==> src/ardc_pkg.sv <==
// Purpose: Shared constants for the accelerometer rate, ready and direction block.
// Assumes: 50 MHz system clock; 8-bit register addresses and data.
// Notes:   Register map, field positions, reset values and timing counts.
`default_nettype none

package ardc_pkg;

  // ==========================================================================
  // Timing
  localparam int unsigned CLK_HZ       = 50_000_000;
  localparam int unsigned MOD_RATE_HZ  = 20480;      // Decimator input rate.
  localparam int unsigned EXT_CLK_HZ   = 1_045_000;
  localparam int unsigned MOD_DIV      = CLK_HZ / MOD_RATE_HZ;
  localparam int unsigned EXT_DIV      = EXT_CLK_HZ / MOD_RATE_HZ;
  localparam int unsigned MIN_DECIM    = 8;
  localparam int unsigned NEW_DATA_US  = 150;
  localparam int unsigned READ_WIN_CYC =
    MOD_DIV * MIN_DECIM - NEW_DATA_US * (CLK_HZ / 1_000_000);
  localparam logic [3:0]  HP_SHIFT_BASE = 4'h9;     // Cut-off code 0 is 512.

  // ==========================================================================
  // Register addresses
  localparam logic [7:0] ADDR_CTRL1    = 8'h20;
  localparam logic [7:0] ADDR_CTRL2    = 8'h21;
  localparam logic [7:0] ADDR_CTRL3    = 8'h22;
  localparam logic [7:0] ADDR_FILT_REF = 8'h23;
  localparam logic [7:0] ADDR_STATUS   = 8'h27;
  localparam logic [7:0] ADDR_OUT_X_L  = 8'h28;
  localparam logic [7:0] ADDR_OUT_Z_H  = 8'h2D;
  localparam logic [7:0] ADDR_DIR_CFG  = 8'h38;
  localparam logic [7:0] ADDR_DIR_SRC  = 8'h39;
  localparam logic [7:0] ADDR_DIR_ACK  = 8'h3A;
  localparam logic [7:0] ADDR_IN_L     = 8'h3C;
  localparam logic [7:0] ADDR_IN_H     = 8'h3D;
  localparam logic [7:0] ADDR_OUT_L    = 8'h3E;
  localparam logic [7:0] ADDR_OUT_H    = 8'h3F;

  // ==========================================================================
  // Field positions
  localparam int unsigned CTRL1_PWR_HI  = 7;
  localparam int unsigned CTRL1_PWR_LO  = 6;
  localparam int unsigned CTRL1_DECIM_HI = 5;
  localparam int unsigned CTRL1_DECIM_LO = 4;
  localparam int unsigned CTRL2_IEN     = 3;
  localparam int unsigned CTRL2_READY_OUTPUT_ENABLE    = 2;
  localparam int unsigned CTRL3_ECK     = 7;
  localparam int unsigned CTRL3_HPDD    = 6;
  localparam int unsigned STATUS_OVR    = 7;
  localparam int unsigned STATUS_DA     = 3;
  localparam int unsigned DIRCFG_EN     = 7;
  localparam int unsigned DIRCFG_LATCH  = 6;
  localparam int unsigned DIRSRC_IA     = 6;

  // ==========================================================================
  // Reset values and the example set-up
  localparam logic [7:0] CTRL1_RST     = 8'h07;
  localparam logic [7:0] CTRL2_RST     = 8'h00;
  localparam logic [7:0] CTRL3_RST     = 8'h08;
  localparam logic [7:0] EX_CTRL1      = 8'hC7;
  localparam logic [7:0] EX_CTRL2_INT  = 8'h08;
  localparam logic [7:0] EX_CTRL2_RDY  = 8'h04;
  localparam logic [7:0] EX_CTRL3      = 8'h4B;
  localparam logic [7:0] EX_OUTER_L    = 8'hA3;
  localparam logic [7:0] EX_OUTER_H    = 8'h10;
  localparam logic [7:0] EX_INNER_L    = 8'h99;
  localparam logic [7:0] EX_INNER_H    = 8'h09;
  localparam logic [7:0] EX_DIR_CFG    = 8'hCF;

  // Log2 of the decimation factor: 512, 128, 32, 8.
  function automatic logic [3:0] decim_log2(input logic [1:0] df);
    case (df)
      2'h0:    return 4'h9;
      2'h1:    return 4'h7;
      2'h2:    return 4'h5;
      default: return 4'h3;
    endcase
  endfunction : decim_log2

endpackage : ardc_pkg

`default_nettype wire

==> src/ardc_if.sv <==
// Purpose: Register port and shared ready/interrupt pin between host and sensor.
// Assumes: Both ends run on the same system clock.
// Notes:   Read data stand in the cycle after the read strobe only.
`timescale 1ns/1ps
`default_nettype none

interface ardc_if;
  logic [7:0] addr;
  logic [7:0] wdata;
  logic       wr;
  logic       rd;
  logic [7:0] rdata;
  logic       rdy_int;

  modport dev (
    input  addr,
    input  wdata,
    input  wr,
    input  rd,
    output rdata,
    output rdy_int
  );

  modport hst (
    output addr,
    output wdata,
    output wr,
    output rd,
    input  rdata,
    input  rdy_int
  );
endinterface : ardc_if

`default_nettype wire

==> src/ardc_device.sv <==
// Purpose: Sensor-side rate, data-ready and direction-detection logic.
// Assumes: Acceleration words arrive synchronous to sys_clk_i.
// Notes:   The ready/interrupt pin is decoded from flops only.
// Functional notes
// - Flag orientation changes on the shared pin.
// - Outer threshold kept as low and high byte.
// - Inner threshold kept as low and high byte.
// - Filter-reset read loads reference immediately, anytime.
// - Direction config CFh enables X and Y.
// - Control three 4Bh enables filter, cut-off 4096.
// - Direction source read returns tilt direction.
// - Direction acknowledge read clears latched request.
// - Host polls pin, reads source, then acknowledge.
// - Decimation field resets to zero, factor 512.
// - Decimation codes give 512, 128, 32, 8.
// - Host finishes reading before new data slot.
// - Ready falls after full read, rises on new.
// - Status register records overrun on lost samples.
// - Status bit 3 holds data ready.
// - Pin carries ready or interrupt by enables.
// - Interrupt wins when both enables set.
// - Ready clears once all enabled axes read.
// - External clock select drives internal timing.
// - Detected events latched until host acknowledges.
`timescale 1ns/1ps
`default_nettype none

module ardc_device #(
  parameter int unsigned MOD_DIV_P = ardc_pkg::MOD_DIV,
  parameter int unsigned EXT_DIV_P = ardc_pkg::EXT_DIV
) (
  // Clock and reset
  input  wire logic        sys_clk_i,
  input  wire logic        rst_n_i,
  // Host side
  ardc_if.dev              bus,
  // Sensor side
  input  wire logic        ext_clk_i,
  input  wire logic [15:0] accel_x_i,
  input  wire logic [15:0] accel_y_i,
  input  wire logic [15:0] accel_z_i
);

  // ==========================================================================
  // Register file
  logic [7:0] control_one;
  logic [7:0] control_two;
  logic [7:0] control_three;
  logic [7:0] direction_config;
  logic [7:0] inner_threshold_low;
  logic [7:0] inner_threshold_high;
  logic [7:0] outer_threshold_low;
  logic [7:0] outer_threshold_high;

  function automatic logic hit(input logic s, input logic [7:0] a, input logic [7:0] r);
    return s && (a == r);
  endfunction : hit

  always_ff @(posedge sys_clk_i or negedge rst_n_i) begin
    if (!rst_n_i) begin
      control_one          <= ardc_pkg::CTRL1_RST;
      control_two          <= ardc_pkg::CTRL2_RST;
      control_three        <= ardc_pkg::CTRL3_RST;
      direction_config     <= 8'h00;
      inner_threshold_low  <= 8'h00;
      inner_threshold_high <= 8'h00;
      outer_threshold_low  <= 8'h00;
      outer_threshold_high <= 8'h00;
    end else if (bus.wr) begin
      case (bus.addr)
        ardc_pkg::ADDR_CTRL1:   control_one          <= bus.wdata;
        ardc_pkg::ADDR_CTRL2:   control_two          <= bus.wdata;
        ardc_pkg::ADDR_CTRL3:   control_three        <= bus.wdata;
        ardc_pkg::ADDR_DIR_CFG: direction_config     <= bus.wdata;
        ardc_pkg::ADDR_IN_L:    inner_threshold_low  <= bus.wdata;
        ardc_pkg::ADDR_IN_H:    inner_threshold_high <= bus.wdata;
        ardc_pkg::ADDR_OUT_L:   outer_threshold_low  <= bus.wdata;
        ardc_pkg::ADDR_OUT_H:   outer_threshold_high <= bus.wdata;
        default: ;
      endcase
    end
  end

  logic       pwr_on;
  logic       use_ext;
  logic       hp_on;
  logic [2:0] axis_en;
  logic [3:0] hp_shift;
  logic       rd_ref;
  logic       rd_ack;

  assign pwr_on   = control_one[ardc_pkg::CTRL1_PWR_HI] | control_one[ardc_pkg::CTRL1_PWR_LO];
  assign use_ext  = control_three[ardc_pkg::CTRL3_ECK];
  assign hp_on    = control_three[ardc_pkg::CTRL3_HPDD];
  assign axis_en  = control_one[2:0];
  assign hp_shift = ardc_pkg::HP_SHIFT_BASE + {2'b00, control_three[1:0]};
  assign rd_ref   = hit(bus.rd, bus.addr, ardc_pkg::ADDR_FILT_REF);
  assign rd_ack   = hit(bus.rd, bus.addr, ardc_pkg::ADDR_DIR_ACK);

  // ==========================================================================
  // Sample timing
  // The external clock is a pin, so it is synchronised before its edge is used.
  logic [2:0]  ext_sync;
  logic        ext_rise;
  logic        mod_step;
  logic [11:0] mod_cnt;
  logic [11:0] mod_lim;
  logic        mod_tick;
  logic [8:0]  dec_cnt;
  logic [8:0]  dec_max;
  logic        sample_tick;
  logic        sample_q;

  always_ff @(posedge sys_clk_i or negedge rst_n_i) begin
    if (!rst_n_i) begin
      ext_sync <= 3'h0;
    end else begin
      ext_sync <= {ext_sync[1:0], ext_clk_i};
    end
  end

  assign ext_rise = ext_sync[1] & ~ext_sync[2];
  assign mod_step = use_ext ? ext_rise : 1'b1;
  assign mod_lim  = use_ext ? 12'(EXT_DIV_P - 1) : 12'(MOD_DIV_P - 1);
  assign mod_tick = pwr_on & mod_step & (mod_cnt >= mod_lim);
  assign dec_max  = 9'((10'h001 << ardc_pkg::decim_log2(
                    control_one[ardc_pkg::CTRL1_DECIM_HI:ardc_pkg::CTRL1_DECIM_LO]))
                    - 10'h001);
  assign sample_tick = mod_tick & (dec_cnt >= dec_max);

  always_ff @(posedge sys_clk_i or negedge rst_n_i) begin
    if (!rst_n_i) begin
      mod_cnt <= 12'h000;
    end else if (!pwr_on || mod_tick) begin
      mod_cnt <= 12'h000;
    end else if (mod_step) begin
      mod_cnt <= mod_cnt + 12'h001;
    end
  end

  always_ff @(posedge sys_clk_i or negedge rst_n_i) begin
    if (!rst_n_i) begin
      dec_cnt <= 9'h000;
    end else if (!pwr_on || sample_tick) begin
      dec_cnt <= 9'h000;
    end else if (mod_tick) begin
      dec_cnt <= dec_cnt + 9'h001;
    end
  end

  always_ff @(posedge sys_clk_i or negedge rst_n_i) begin
    if (!rst_n_i) begin
      sample_q <= 1'b0;
    end else begin
      sample_q <= sample_tick;
    end
  end

  // ==========================================================================
  // Per-axis sample, reference and direction
  logic signed [15:0] acc_in   [3];
  logic        [15:0] out_data [3];
  logic        [1:0]  dir_st   [3];
  logic        [2:0]  rd_hi;
  logic signed [17:0] outer_s;
  logic signed [17:0] inner_s;

  assign acc_in[0] = accel_x_i;
  assign acc_in[1] = accel_y_i;
  assign acc_in[2] = accel_z_i;
  assign outer_s   = {2'b00, outer_threshold_high, outer_threshold_low};
  assign inner_s   = {2'b00, inner_threshold_high, inner_threshold_low};

  for (genvar k = 0; k < 3; k++) begin : g_axis
    logic signed [15:0] ref_q;
    logic signed [16:0] diff;
    logic signed [16:0] step;
    logic signed [17:0] v;

    assign diff = {acc_in[k][15], acc_in[k]} - {ref_q[15], ref_q};
    assign step = diff >>> hp_shift;
    assign v    = hp_on ? {diff[16], diff} : {{2{acc_in[k][15]}}, acc_in[k]};
    assign rd_hi[k] = hit(bus.rd, bus.addr, ardc_pkg::ADDR_OUT_X_L + 8'((2 * k) + 1));

    // The reference snaps on a filter-reset read instead of settling slowly.
    always_ff @(posedge sys_clk_i or negedge rst_n_i) begin
      if (!rst_n_i) begin
        ref_q <= 16'h0000;
      end else if (rd_ref) begin
        ref_q <= acc_in[k];
      end else if (sample_tick && hp_on) begin
        ref_q <= ref_q + step[15:0];
      end
    end

    always_ff @(posedge sys_clk_i or negedge rst_n_i) begin
      if (!rst_n_i) begin
        out_data[k] <= 16'h0000;
      end else if (sample_tick) begin
        out_data[k] <= acc_in[k];
      end
    end

    // Between the inner and outer bands the last direction is held.
    always_ff @(posedge sys_clk_i or negedge rst_n_i) begin
      if (!rst_n_i) begin
        dir_st[k] <= 2'b00;
      end else if (sample_tick) begin
        if (v > outer_s) begin
          dir_st[k] <= 2'b10;
        end else if (v < -outer_s) begin
          dir_st[k] <= 2'b01;
        end else if ((v < inner_s) && (v > -inner_s)) begin
          dir_st[k] <= 2'b00;
        end
      end
    end
  end

  // ==========================================================================
  // Data ready and overrun
  logic       ready;
  logic       overrun;
  logic [2:0] read_done;
  logic [2:0] next_done;
  logic       all_read;

  assign next_done = read_done | rd_hi;
  assign all_read  = (axis_en != 3'h0) && ((next_done & axis_en) == axis_en);

  always_ff @(posedge sys_clk_i or negedge rst_n_i) begin
    if (!rst_n_i) begin
      ready     <= 1'b0;
      read_done <= 3'h0;
    end else if (sample_tick) begin
      ready     <= 1'b1;
      read_done <= 3'h0;
    end else if (all_read) begin
      ready     <= 1'b0;
      read_done <= 3'h0;
    end else begin
      read_done <= next_done;
    end
  end

  // A new sample landing on unread data marks an overrun; a full read clears it.
  always_ff @(posedge sys_clk_i or negedge rst_n_i) begin
    if (!rst_n_i) begin
      overrun <= 1'b0;
    end else if (sample_tick && ready && !all_read) begin
      overrun <= 1'b1;
    end else if (ready && all_read) begin
      overrun <= 1'b0;
    end
  end

  // ==========================================================================
  // Direction change detection
  logic [5:0] dir_now;
  logic [5:0] dir_prev;
  logic [5:0] dir_src;
  logic       dir_event;
  logic       irq;

  assign dir_now   = {dir_st[2], dir_st[1], dir_st[0]} & direction_config[5:0];
  assign dir_event = sample_q & direction_config[ardc_pkg::DIRCFG_EN]
                     & (dir_now != dir_prev);

  always_ff @(posedge sys_clk_i or negedge rst_n_i) begin
    if (!rst_n_i) begin
      dir_prev <= 6'h00;
      dir_src  <= 6'h00;
    end else if (dir_event) begin
      dir_prev <= dir_now;
      dir_src  <= dir_now;
    end
  end

  // A new event in the acknowledge cycle keeps the request set.
  always_ff @(posedge sys_clk_i or negedge rst_n_i) begin
    if (!rst_n_i) begin
      irq <= 1'b0;
    end else if (dir_event) begin
      irq <= 1'b1;
    end else if (rd_ack) begin
      irq <= 1'b0;
    end else if (sample_q && !direction_config[ardc_pkg::DIRCFG_LATCH]) begin
      irq <= 1'b0;
    end
  end

  // ==========================================================================
  // Shared pin and read port
  assign bus.rdy_int = control_two[ardc_pkg::CTRL2_IEN] ? irq :
                       (control_two[ardc_pkg::CTRL2_READY_OUTPUT_ENABLE] & ready);

  always_ff @(posedge sys_clk_i or negedge rst_n_i) begin
    if (!rst_n_i) begin
      bus.rdata <= 8'h00;
    end else if (!bus.rd) begin
      bus.rdata <= 8'h00;
    end else begin
      case (bus.addr)
        ardc_pkg::ADDR_CTRL1:   bus.rdata <= control_one;
        ardc_pkg::ADDR_CTRL2:   bus.rdata <= control_two;
        ardc_pkg::ADDR_CTRL3:   bus.rdata <= control_three;
        ardc_pkg::ADDR_STATUS:  bus.rdata <= {overrun, 3'h0, ready, 3'h0};
        8'h28:                  bus.rdata <= out_data[0][7:0];
        8'h29:                  bus.rdata <= out_data[0][15:8];
        8'h2A:                  bus.rdata <= out_data[1][7:0];
        8'h2B:                  bus.rdata <= out_data[1][15:8];
        8'h2C:                  bus.rdata <= out_data[2][7:0];
        ardc_pkg::ADDR_OUT_Z_H: bus.rdata <= out_data[2][15:8];
        ardc_pkg::ADDR_DIR_CFG: bus.rdata <= direction_config;
        ardc_pkg::ADDR_DIR_SRC: bus.rdata <= {1'b0, irq, dir_src};
        ardc_pkg::ADDR_IN_L:    bus.rdata <= inner_threshold_low;
        ardc_pkg::ADDR_IN_H:    bus.rdata <= inner_threshold_high;
        ardc_pkg::ADDR_OUT_L:   bus.rdata <= outer_threshold_low;
        ardc_pkg::ADDR_OUT_H:   bus.rdata <= outer_threshold_high;
        default:                bus.rdata <= 8'h00;
      endcase
    end
  end

endmodule : ardc_device

`default_nettype wire

==> src/flat_wrapper.sv <==
// flat-port wrapper written by rule: the top's interface ports become plain ports
module ardc_device_flat 
#(
  parameter int unsigned MOD_DIV_P = ardc_pkg::MOD_DIV,
  parameter int unsigned EXT_DIV_P = ardc_pkg::EXT_DIV
)
  (sys_clk_i, rst_n_i, ext_clk_i, accel_x_i, accel_y_i, accel_z_i, bus_addr, bus_wdata, bus_wr, bus_rd, bus_rdata, bus_rdy_int);
  ardc_if bus_i ();
  input  wire logic sys_clk_i;
  input  wire logic rst_n_i;
  input  wire logic ext_clk_i;
  input  wire logic [15:0] accel_x_i;
  input  wire logic [15:0] accel_y_i;
  input  wire logic [15:0] accel_z_i;
  input wire logic [$bits(bus_i.addr)-1:0] bus_addr;
  input wire logic [$bits(bus_i.wdata)-1:0] bus_wdata;
  input wire logic [$bits(bus_i.wr)-1:0] bus_wr;
  input wire logic [$bits(bus_i.rd)-1:0] bus_rd;
  output wire logic [$bits(bus_i.rdata)-1:0] bus_rdata;
  output wire logic [$bits(bus_i.rdy_int)-1:0] bus_rdy_int;
  assign bus_i.addr = bus_addr;
  assign bus_i.wdata = bus_wdata;
  assign bus_i.wr = bus_wr;
  assign bus_i.rd = bus_rd;
  assign bus_rdata = bus_i.rdata;
  assign bus_rdy_int = bus_i.rdy_int;
  ardc_device #(.MOD_DIV_P(MOD_DIV_P), .EXT_DIV_P(EXT_DIV_P)) u_core (.sys_clk_i(sys_clk_i), .rst_n_i(rst_n_i), .bus(bus_i), .ext_clk_i(ext_clk_i), .accel_x_i(accel_x_i), .accel_y_i(accel_y_i), .accel_z_i(accel_z_i));
endmodule
==> config.mk <==
export PLATFORM = sky130hd
export DESIGN_NAME = ardc_device_flat
export DESIGN_NICKNAME = d
export VERILOG_FILES = /design/src/ardc_pkg.sv /design/src/ardc_if.sv /design/src/ardc_device.sv /design/src/flat_wrapper.sv
export SDC_FILE = /design/constraint.sdc
export NUM_CORES = 1
export LEC_CHECK = 0
export BUFFER_PORTS_ARGS = -buffer_cell sky130_fd_sc_hd__buf_2
export CORE_UTILIZATION = 40
export CTS_CLUSTER_DIAMETER = 100
export CTS_CLUSTER_SIZE = 40
export DETAILED_ROUTE_END_ITERATION = 6
export PLACE_DENSITY = 0.59
export SYNTH_ARGS = -nofsm -noshare
export SYNTH_HDL_FRONTEND = slang
export SYNTH_SLANG_ARGS = --single-unit
==> constraint.sdc <==
create_clock -name sys_clk_i -period 7.7 [get_ports sys_clk_i]
set_clock_uncertainty 0.2 [all_clocks]
set_input_delay 1.155 -clock sys_clk_i [delete_from_list [all_inputs] [get_ports sys_clk_i]]
set_output_delay 1.155 -clock sys_clk_i [all_outputs]
set_load 0.02 [all_outputs]
==> results of run 1 <==
[cell families (layout without fill, tap and decap cells)]
logic type                 after synthesis  count (layout)  synth area share
AOI/OAI and AO/OA                      650             650             0.209
xor gates and xnor gates               114             114            0.0494
adders and majority gates              317             317             0.199
buffers and inverters                  194             242            0.0379
DFF                                    211             211             0.262
muxes                                  127             127            0.0719
other                                    1               2          0.000186
and+or+nand+nor                        762             762             0.171
[area by class of cell]
class	instances	area, um^2	share of cell area
clock buffer	17	383	0.0176
clock inverter	6	123	0.00563
inverter	127	477	0.0219
multi-input combinational	1972	14200	0.650
sequential	211	5290	0.243
tap	664	831	0.0382
timing repair buffer	92	508	0.0233
[sequential cells by signal (all words and copies together), names as in the netlist, 9 cells and up]
register / count
u_core.dec_cnt: 9
u_core.g_axis.ref_q: 48
u_core.mod_cnt: 12
u_core.out_data: 48
[layer usage]
metal	wire length (um)	part of all wire	vias up	GRT usage
met4	2840	0.039	0	0.101
met1	32200	0.45	9191	0.386
li1	-	-	8768	-
met3	4530	0.063	131	0.0286
met5	0	0	-	0
met2	32600	0.45	721	0.457
[placed cells by master, fill, tap and decap left out, types with 7 or more instances in the layout]
cell type	instances
a22o_1	13
xor2_1	41
o211ai_1	21
dfrtp_1	206
nor4_1	22
and3_1	10
nand4_1	33
xnor2_1	73
o221ai_1	8
o22ai_1	10
buf_2	76
nand2_1	322
a211oi_1	21
a221oi_1	22
a21o_1	61
clkbuf_16	15
mux2_2	100
a41oi_1	7
nor3_1	40
or3_1	10
ha_1	311
mux2i_1	22
buf_4	15
nand3_1	41
a21oi_1	167
o2111ai_1	11
a222oi_1	7
or2_2	8
a22oi_1	13
o21ai_0	137
and2_1	7
a31oi_1	38
o31ai_1	12
o21a_1	45
inv_1	125
nor2_1	182
nand2b_1	28
nor2b_1	31
[worst max-delay path, cell delays in order]
cell	delay (ns)
buf_2	0.09
inv_1	0.05
ha_1	0.22
fa_1	0.41
nor2b_1	0.16
o31a_1	0.21
o221ai_1	0.24
a211oi_1	0.49
nor2_1	0.37
nand2_1	0.25
o211ai_1	0.12
a31o_2	0.31
fa_1	0.44
a21o_1	0.20
a21oi_1	0.23
nor2_1	0.10
o31a_1	0.30
o311a_1	0.34
o21ai_0	0.26
a21boi_0	0.17
xnor2_1	0.16
o31ai_1	0.23
[final timing paths]
kind                       depth (start not counted)                    endpoint  slack [ns]                 startpoint
hold reg to reg                                    0          u_core.ext_sync[2]        0.18         u_core.ext_sync[1]
setup reg to reg                                  22  u_core.g_axis[1].ref_q[12]        1.73  u_core.g_axis[1].ref_q[1]
setup / recovery                                  22  u_core.g_axis[2].ref_q[14]        1.43               accel_z_i[0]
hold / removal                                     0          u_core.ext_sync[2]        0.18         u_core.ext_sync[1]
min in group asynchronous                          1           u_core.mod_cnt[6]        0.36                    rst_n_i
max in group asynchronous                          2         u_core.out_data[43]        5.45                    rst_n_i
[where the power goes]
part	leakage (nW)	internal (mW)	switching, mW
combinational	6.85	0.574	0.914
sequential	2.89	1.14	0.0480
clock	0.238	0.387	0.482
total	9.98	2.10	1.44
[cell usage after synthesis, types with 8 or more instances]
cell type	n
o211ai_1	21
nor3_1	40
clkbuf_1	57
xnor2_1	73
mux2i_1	22
nand2b_1	28
a31oi_1	38
and3_1	10
a221oi_1	22
inv_1	125
mux2_2	100
o21a_1	45
nand2_1	323
xor2_1	41
o2111ai_1	11
a22o_1	13
or2_2	8
or3_1	10
nand4_1	33
o21ai_0	137
dfrtp_1	207
nor4_1	22
a21oi_1	167
a21o_1	61
o31ai_1	12
nand3_1	42
nor2b_1	31
o221ai_1	8
ha_1	311
a211oi_1	21
nor2_1	182
a22oi_1	13
o22ai_1	10
[metrics by stage]
step | hold slack, ns | cell area, um^2
6_report | 0.182 | 21800
5_1_grt | 0.196 | 21800
4_1_cts | 0.190 | 21800
3_5_place_dp | 0.153 | 21300
3_3_place_gp | 0.156 | 21300
2_1_floorplan | 0.131 | 20200
==> metrics.yaml, run 1 <==
status:
  outcome: "complete, no violations"
floorplanning:
  io_pins: 78
  start_util: 0.409
  die_area_mm2: 0.0514
  std_cell_rows: 81
  core_area_mm2: 0.0494
  die_h_um: 227
  dieWidth_um: 227
final_layout:
  insertedDiodeCount: 0
  instances_no_fill: 3089
  drive_gt1_frac: 0.104
  finish.utilization: 0.441
  final.fill_count: 4922
  fin_nets: 2804
  area.growth.synth_to_final_pct: 7.77
synthesis:
  synth.top_cell.area_share: 0.257
  seq_area_frac_synth: 0.262
  syn_area_mm2: 0.0202
  synth-edff-count: 0
  yosys.area.top_type: "dfrtp_1"
  ys.flop_type: "dfrtp_1"
  async_flop_share: 1.00
  synth_seq_cells: 211
  syn_inst: 2376
  ys_warn_count: 0
  ys_types: 81
  synth_area_per_cell_um2: 8.50
  ys_top_cells_by_area: "dfrtp_1 26%, ha_1 19%, nand2_1 6.0%"
worst_setup_path:
  worstSetupPathType: "input pin to register"
  end_kind: "register"
  cp-start-kind: "input pin"
  required_ns: 7.94
  worst-path-max-fanout: 11
  critPathArrivalTime_ns: 6.51
clock_network:
  post_cts_buffers: 0
  postCtsResizedCells: 0
  clkLatencyLatePin_ns: 0.55
  ctsHoldBuffers: 0
  cts_sinks: 211
  cts_root_buf: "clkbuf_16"
  cts_max_level: 1
  clk_path_buf_depth: 3
  cts_tree: "yes"
  path_clk_slew_ns: 0.13
  cts_buffers: 14
global_route:
  grt_overflow: 0
  grt_max_degree: 78
  grt_util_all_layers: 0.282
  antenna_found_initial: 0
  grt_pass1_wl_mm: 110
  grt_pass1_vias: 18200
placed_design:
  gp_congestion: 1.02
  dp_cells: 3066
  pre_cts_ws_ns: 1.04
  place_hpwl_mm: 56.5
  io_buffer_count: 77
hold_path:
  hp-class: "register to register"
route:
  vias: 18800
  via_per_inst: 6.09
  ant_nets: 0
  avgRoutedWirePerCell_um: 23.3
  drtIter0Drc: 1423
  drt_wl_total_mm: 72.1
  firstDrtPassIters: 7
  drt_drc_violations_left: 0
timing:
  fin_crit_ns: 6.27
  fmax_ghz: 0.160
  worstMarginPinSlew_ns: 1.38
  drv_slew: 0
  setup_viol: 0
  hold_violations: 0
  rsz0062_at_grt: "no"
  fin_ws_ns: 1.43
  final.period_utilization: 0.814
  final.setup.tns_ns: 0
  relSlewSlack: 0.0676
power_and_ir_drop:
  power.total_mw: 3.55
  leakage_nw: 9.98
  ir_worst_vdd_v: 0.000135
  powerDensity_mw_per_mm2: 163
job:
  maxCapViolCount: 0
Note: power is estimated with default switching activity, not from simulation.
==> run 2: changes to the inputs <==
==> constraint.sdc (replaced) <==
create_clock -name sys_clk_i -period 6.1 [get_ports sys_clk_i]
set_clock_uncertainty 0.2 [all_clocks]
set_input_delay 0.915 -clock sys_clk_i [delete_from_list [all_inputs] [get_ports sys_clk_i]]
set_output_delay 0.915 -clock sys_clk_i [all_outputs]
set_load 0.02 [all_outputs]
==> metrics.yaml, run 2 (synthesized netlist as in run 1, its figures left out) <==
final_layout:
  area.growth.synth_to_final_pct: 10.4
  fin_nets: 2874  # +2.5%
  instances_no_fill: 3160  # +2.3%
  reg_top3: "u_core.g_axis.ref_q (48), u_core.out_data (48), u_core.mod_cnt (12)"
  final_common_cell: "nand2_1"
  drive_gt1_frac: 0.131  # +0.0271
  final_cell_mix: "322 x nand2_1, 311 x ha_1, 206 x dfrtp_1"
  insertedDiodeCount: 0  # unchanged
  finish.utilization: 0.452  # +0.0108
route:
  drtIter0Drc: 1559  # +9.6%
  vias: 18900  # +0.35%
  avgRoutedWirePerCell_um: 22.7  # -2.7%
  ant_nets: 0  # unchanged
  via_per_inst: 5.97  # -1.9%
  drt_wl_total_mm: 71.8  # -0.44%
  firstDrtPassIters: 6  # -1
  drt_drc_violations_left: 0  # unchanged
clock_network:
  path_clk_slew_ns: 0.13  # about the same
  clk_path_buf_depth: 3  # unchanged
  clkLatencyLatePin_ns: 0.56  # about the same
  cts_sinks: 211  # unchanged
  cts_tree: "yes"
  cts_max_level: 1  # unchanged
  cts_root_buf: "clkbuf_16"
  cts_buffers: 14  # unchanged
worst_setup_path:
  cp-endpoint: "u_core.g_axis[1].ref_q[14]"
  worst_r2r_endpoint: "u_core.g_axis[1].ref_q[14]"
  required_ns: 6.30  # -1.64 ns
  reg2reg_depth: 23  # +4.5%
  crit_start: "accel_y_i[4]"
  worst-path-max-fanout: 3  # -8
  worstSetupPathType: "input pin to register"
  cp-start-kind: "input pin"
  rrSetupSlack_ns: 0.49  # -1.24 ns
  critPathArrivalTime_ns: 5.93  # -0.58 ns
  end_kind: "register"
  r2r-start: "u_core.g_axis[1].ref_q[4]"
timing:
  final.period_utilization: 0.940
  drv_slew: 0  # unchanged
  worstMarginPinSlew_ns: 1.22  # -0.166 ns
  setup_viol: 0  # unchanged
  relSlewSlack: 0.188  # +0.120
  hold_ws_ns: 0.179  # -0.00271 ns
  hold_violations: 0  # unchanged
  fin_crit_ns: 5.73
  fmax_ghz: 0.174
  rsz0062_at_grt: "no"
power_and_ir_drop:
  switching_share: 0.399  # -0.00782
  powerDensity_mw_per_mm2: 203  # +24%
  leakage_nw: 10.3  # +3.4%
  clkPwrFrac: 0.242  # -0.003
  power.internal_mw: 2.72  # +29%
  ir_worst_vdd_v: 0.000210  # +56%
  comb_power_share: 0.426  # +0.006
  switching_power_mw: 1.81  # +25%
  seq_power_share: 0.332  # -0.004
global_route:
  grt_pass1_wl_mm: 109  # -0.44%
  grt_max_degree: 106  # +36%
  antenna_found_initial: 2  # +2
  grt_util_all_layers: 0.280  # -0.00123
  grt_overflow: 0  # unchanged
  grt_pass1_vias: 18100  # -0.45%
floorplanning:
  io_pins: 78  # unchanged
  die_h_um: 227  # unchanged
  std_cell_rows: 81  # unchanged
  start_util: 0.409  # unchanged
  die_area_mm2: 0.0514  # unchanged
  dieWidth_um: 227  # unchanged
  core_area_mm2: 0.0494  # unchanged
placed_design:
  place_hpwl_mm: 57.3  # +1.5%
  io_buffer_count: 77  # unchanged
  dp_cells: 3136  # +2.3%
  gp_congestion: 0.963  # -5.3%
status:
  outcome: "complete, no violations"
job:
  maxCapViolCount: 0  # unchanged
hold_path:
  hp-class: "register to register"
[run 2: cell count changes in the layout (fill, tap and decap cells not counted), moves of 2 or more]
cell	before	now
clkinv_16	3	1
clkbuf_1	2	0
buf_4	15	85
a2111oi_0	5	3
a2111oi_1	0	2
[run 2: timing repair]
item                                    in CTS  in global routing
endpoints found under the setup margin       0                  4
setup buffers                                0                  0
gates resized for setup                      0                  4
hold buffers                                 0                  0
[run 2: power by group through the flow]
stage          Sequential, mW  Combinational, mW  Clock [mW]
2_1_floorplan            1.50               1.29           0
3_3_place_gp             1.53               1.83           0
3_5_place_dp             1.53               1.88           0
4_1_cts                  1.50               1.89        1.12
5_1_grt                  1.51               2.14        1.16
6_report                 1.50               1.93        1.09
[run 2: how the worst min path moves through the flow]
stage,start,endpoint,cells past startpoint
floorplan,u_core.ext_sync[0],u_core.ext_sync[1],0
global placement,u_core.ext_sync[0],u_core.ext_sync[1],0
detailed placement,u_core.ext_sync[0],u_core.ext_sync[1],0
CTS,u_core.ext_sync[0],u_core.ext_sync[1],0
global route,u_core.ext_sync[0],u_core.ext_sync[1],0
finish,u_core.ext_sync[0],u_core.ext_sync[1],0
[run 2: layout make-up]
class                           count  area (um^2)
Fill cell                        4921        27100
Multi-Input combinational cell   1972        14200
Sequential cell                   211         5290
Timing Repair Buffer              162         1030
Tap cell                          664          831
Inverter                          127          477
Clock buffer                       16          389
Clock inverter                      8          108
[run 2: metal layers]
layer | GRT usage | wire [um] | vias up
met2 | 0.454 | 32300 | 633
met1 | 0.387 | 32800 | 9226
met4 | 0.0961 | 2670 | 4
met5 | 0 | 28 | -
li1 | - | - | 8906
met3 | 0.0280 | 4060 | 107
[run 2: through the flow]
step                      setup TNS, ns  total power [mW]  worst slack [ns]  cell area (um^2)
after detailed placement         -0.576              3.41            -0.190             21800
final                                 0              4.52             0.366             22300
after CTS                             0              4.51             0.319             22300
after global placement           -0.150              3.36           -0.0828             21800
after global routing                  0              4.80            0.0248             22300
after floorplan                       0              2.79             0.442             20200
[run 2: critical path: stages]
cell       delay, ns
buf_2           0.11
ha_1            0.31
or4_1           0.49
o21ai_0         0.14
a21oi_2         0.09
a311o_2         0.45
mux2_4          0.32
o21ai_1         0.12
a21boi_2        0.21
inv_1           0.07
mux4_2          0.47
ha_1            0.22
fa_1            0.39
a21oi_1         0.18
o21ai_0         0.14
a2111oi_1       0.41
buf_4           0.18
o41ai_1         0.08
nand2_1         0.13
a31oi_1         0.10
xor2_1          0.13
nand2_1         0.06
a31oi_1         0.20
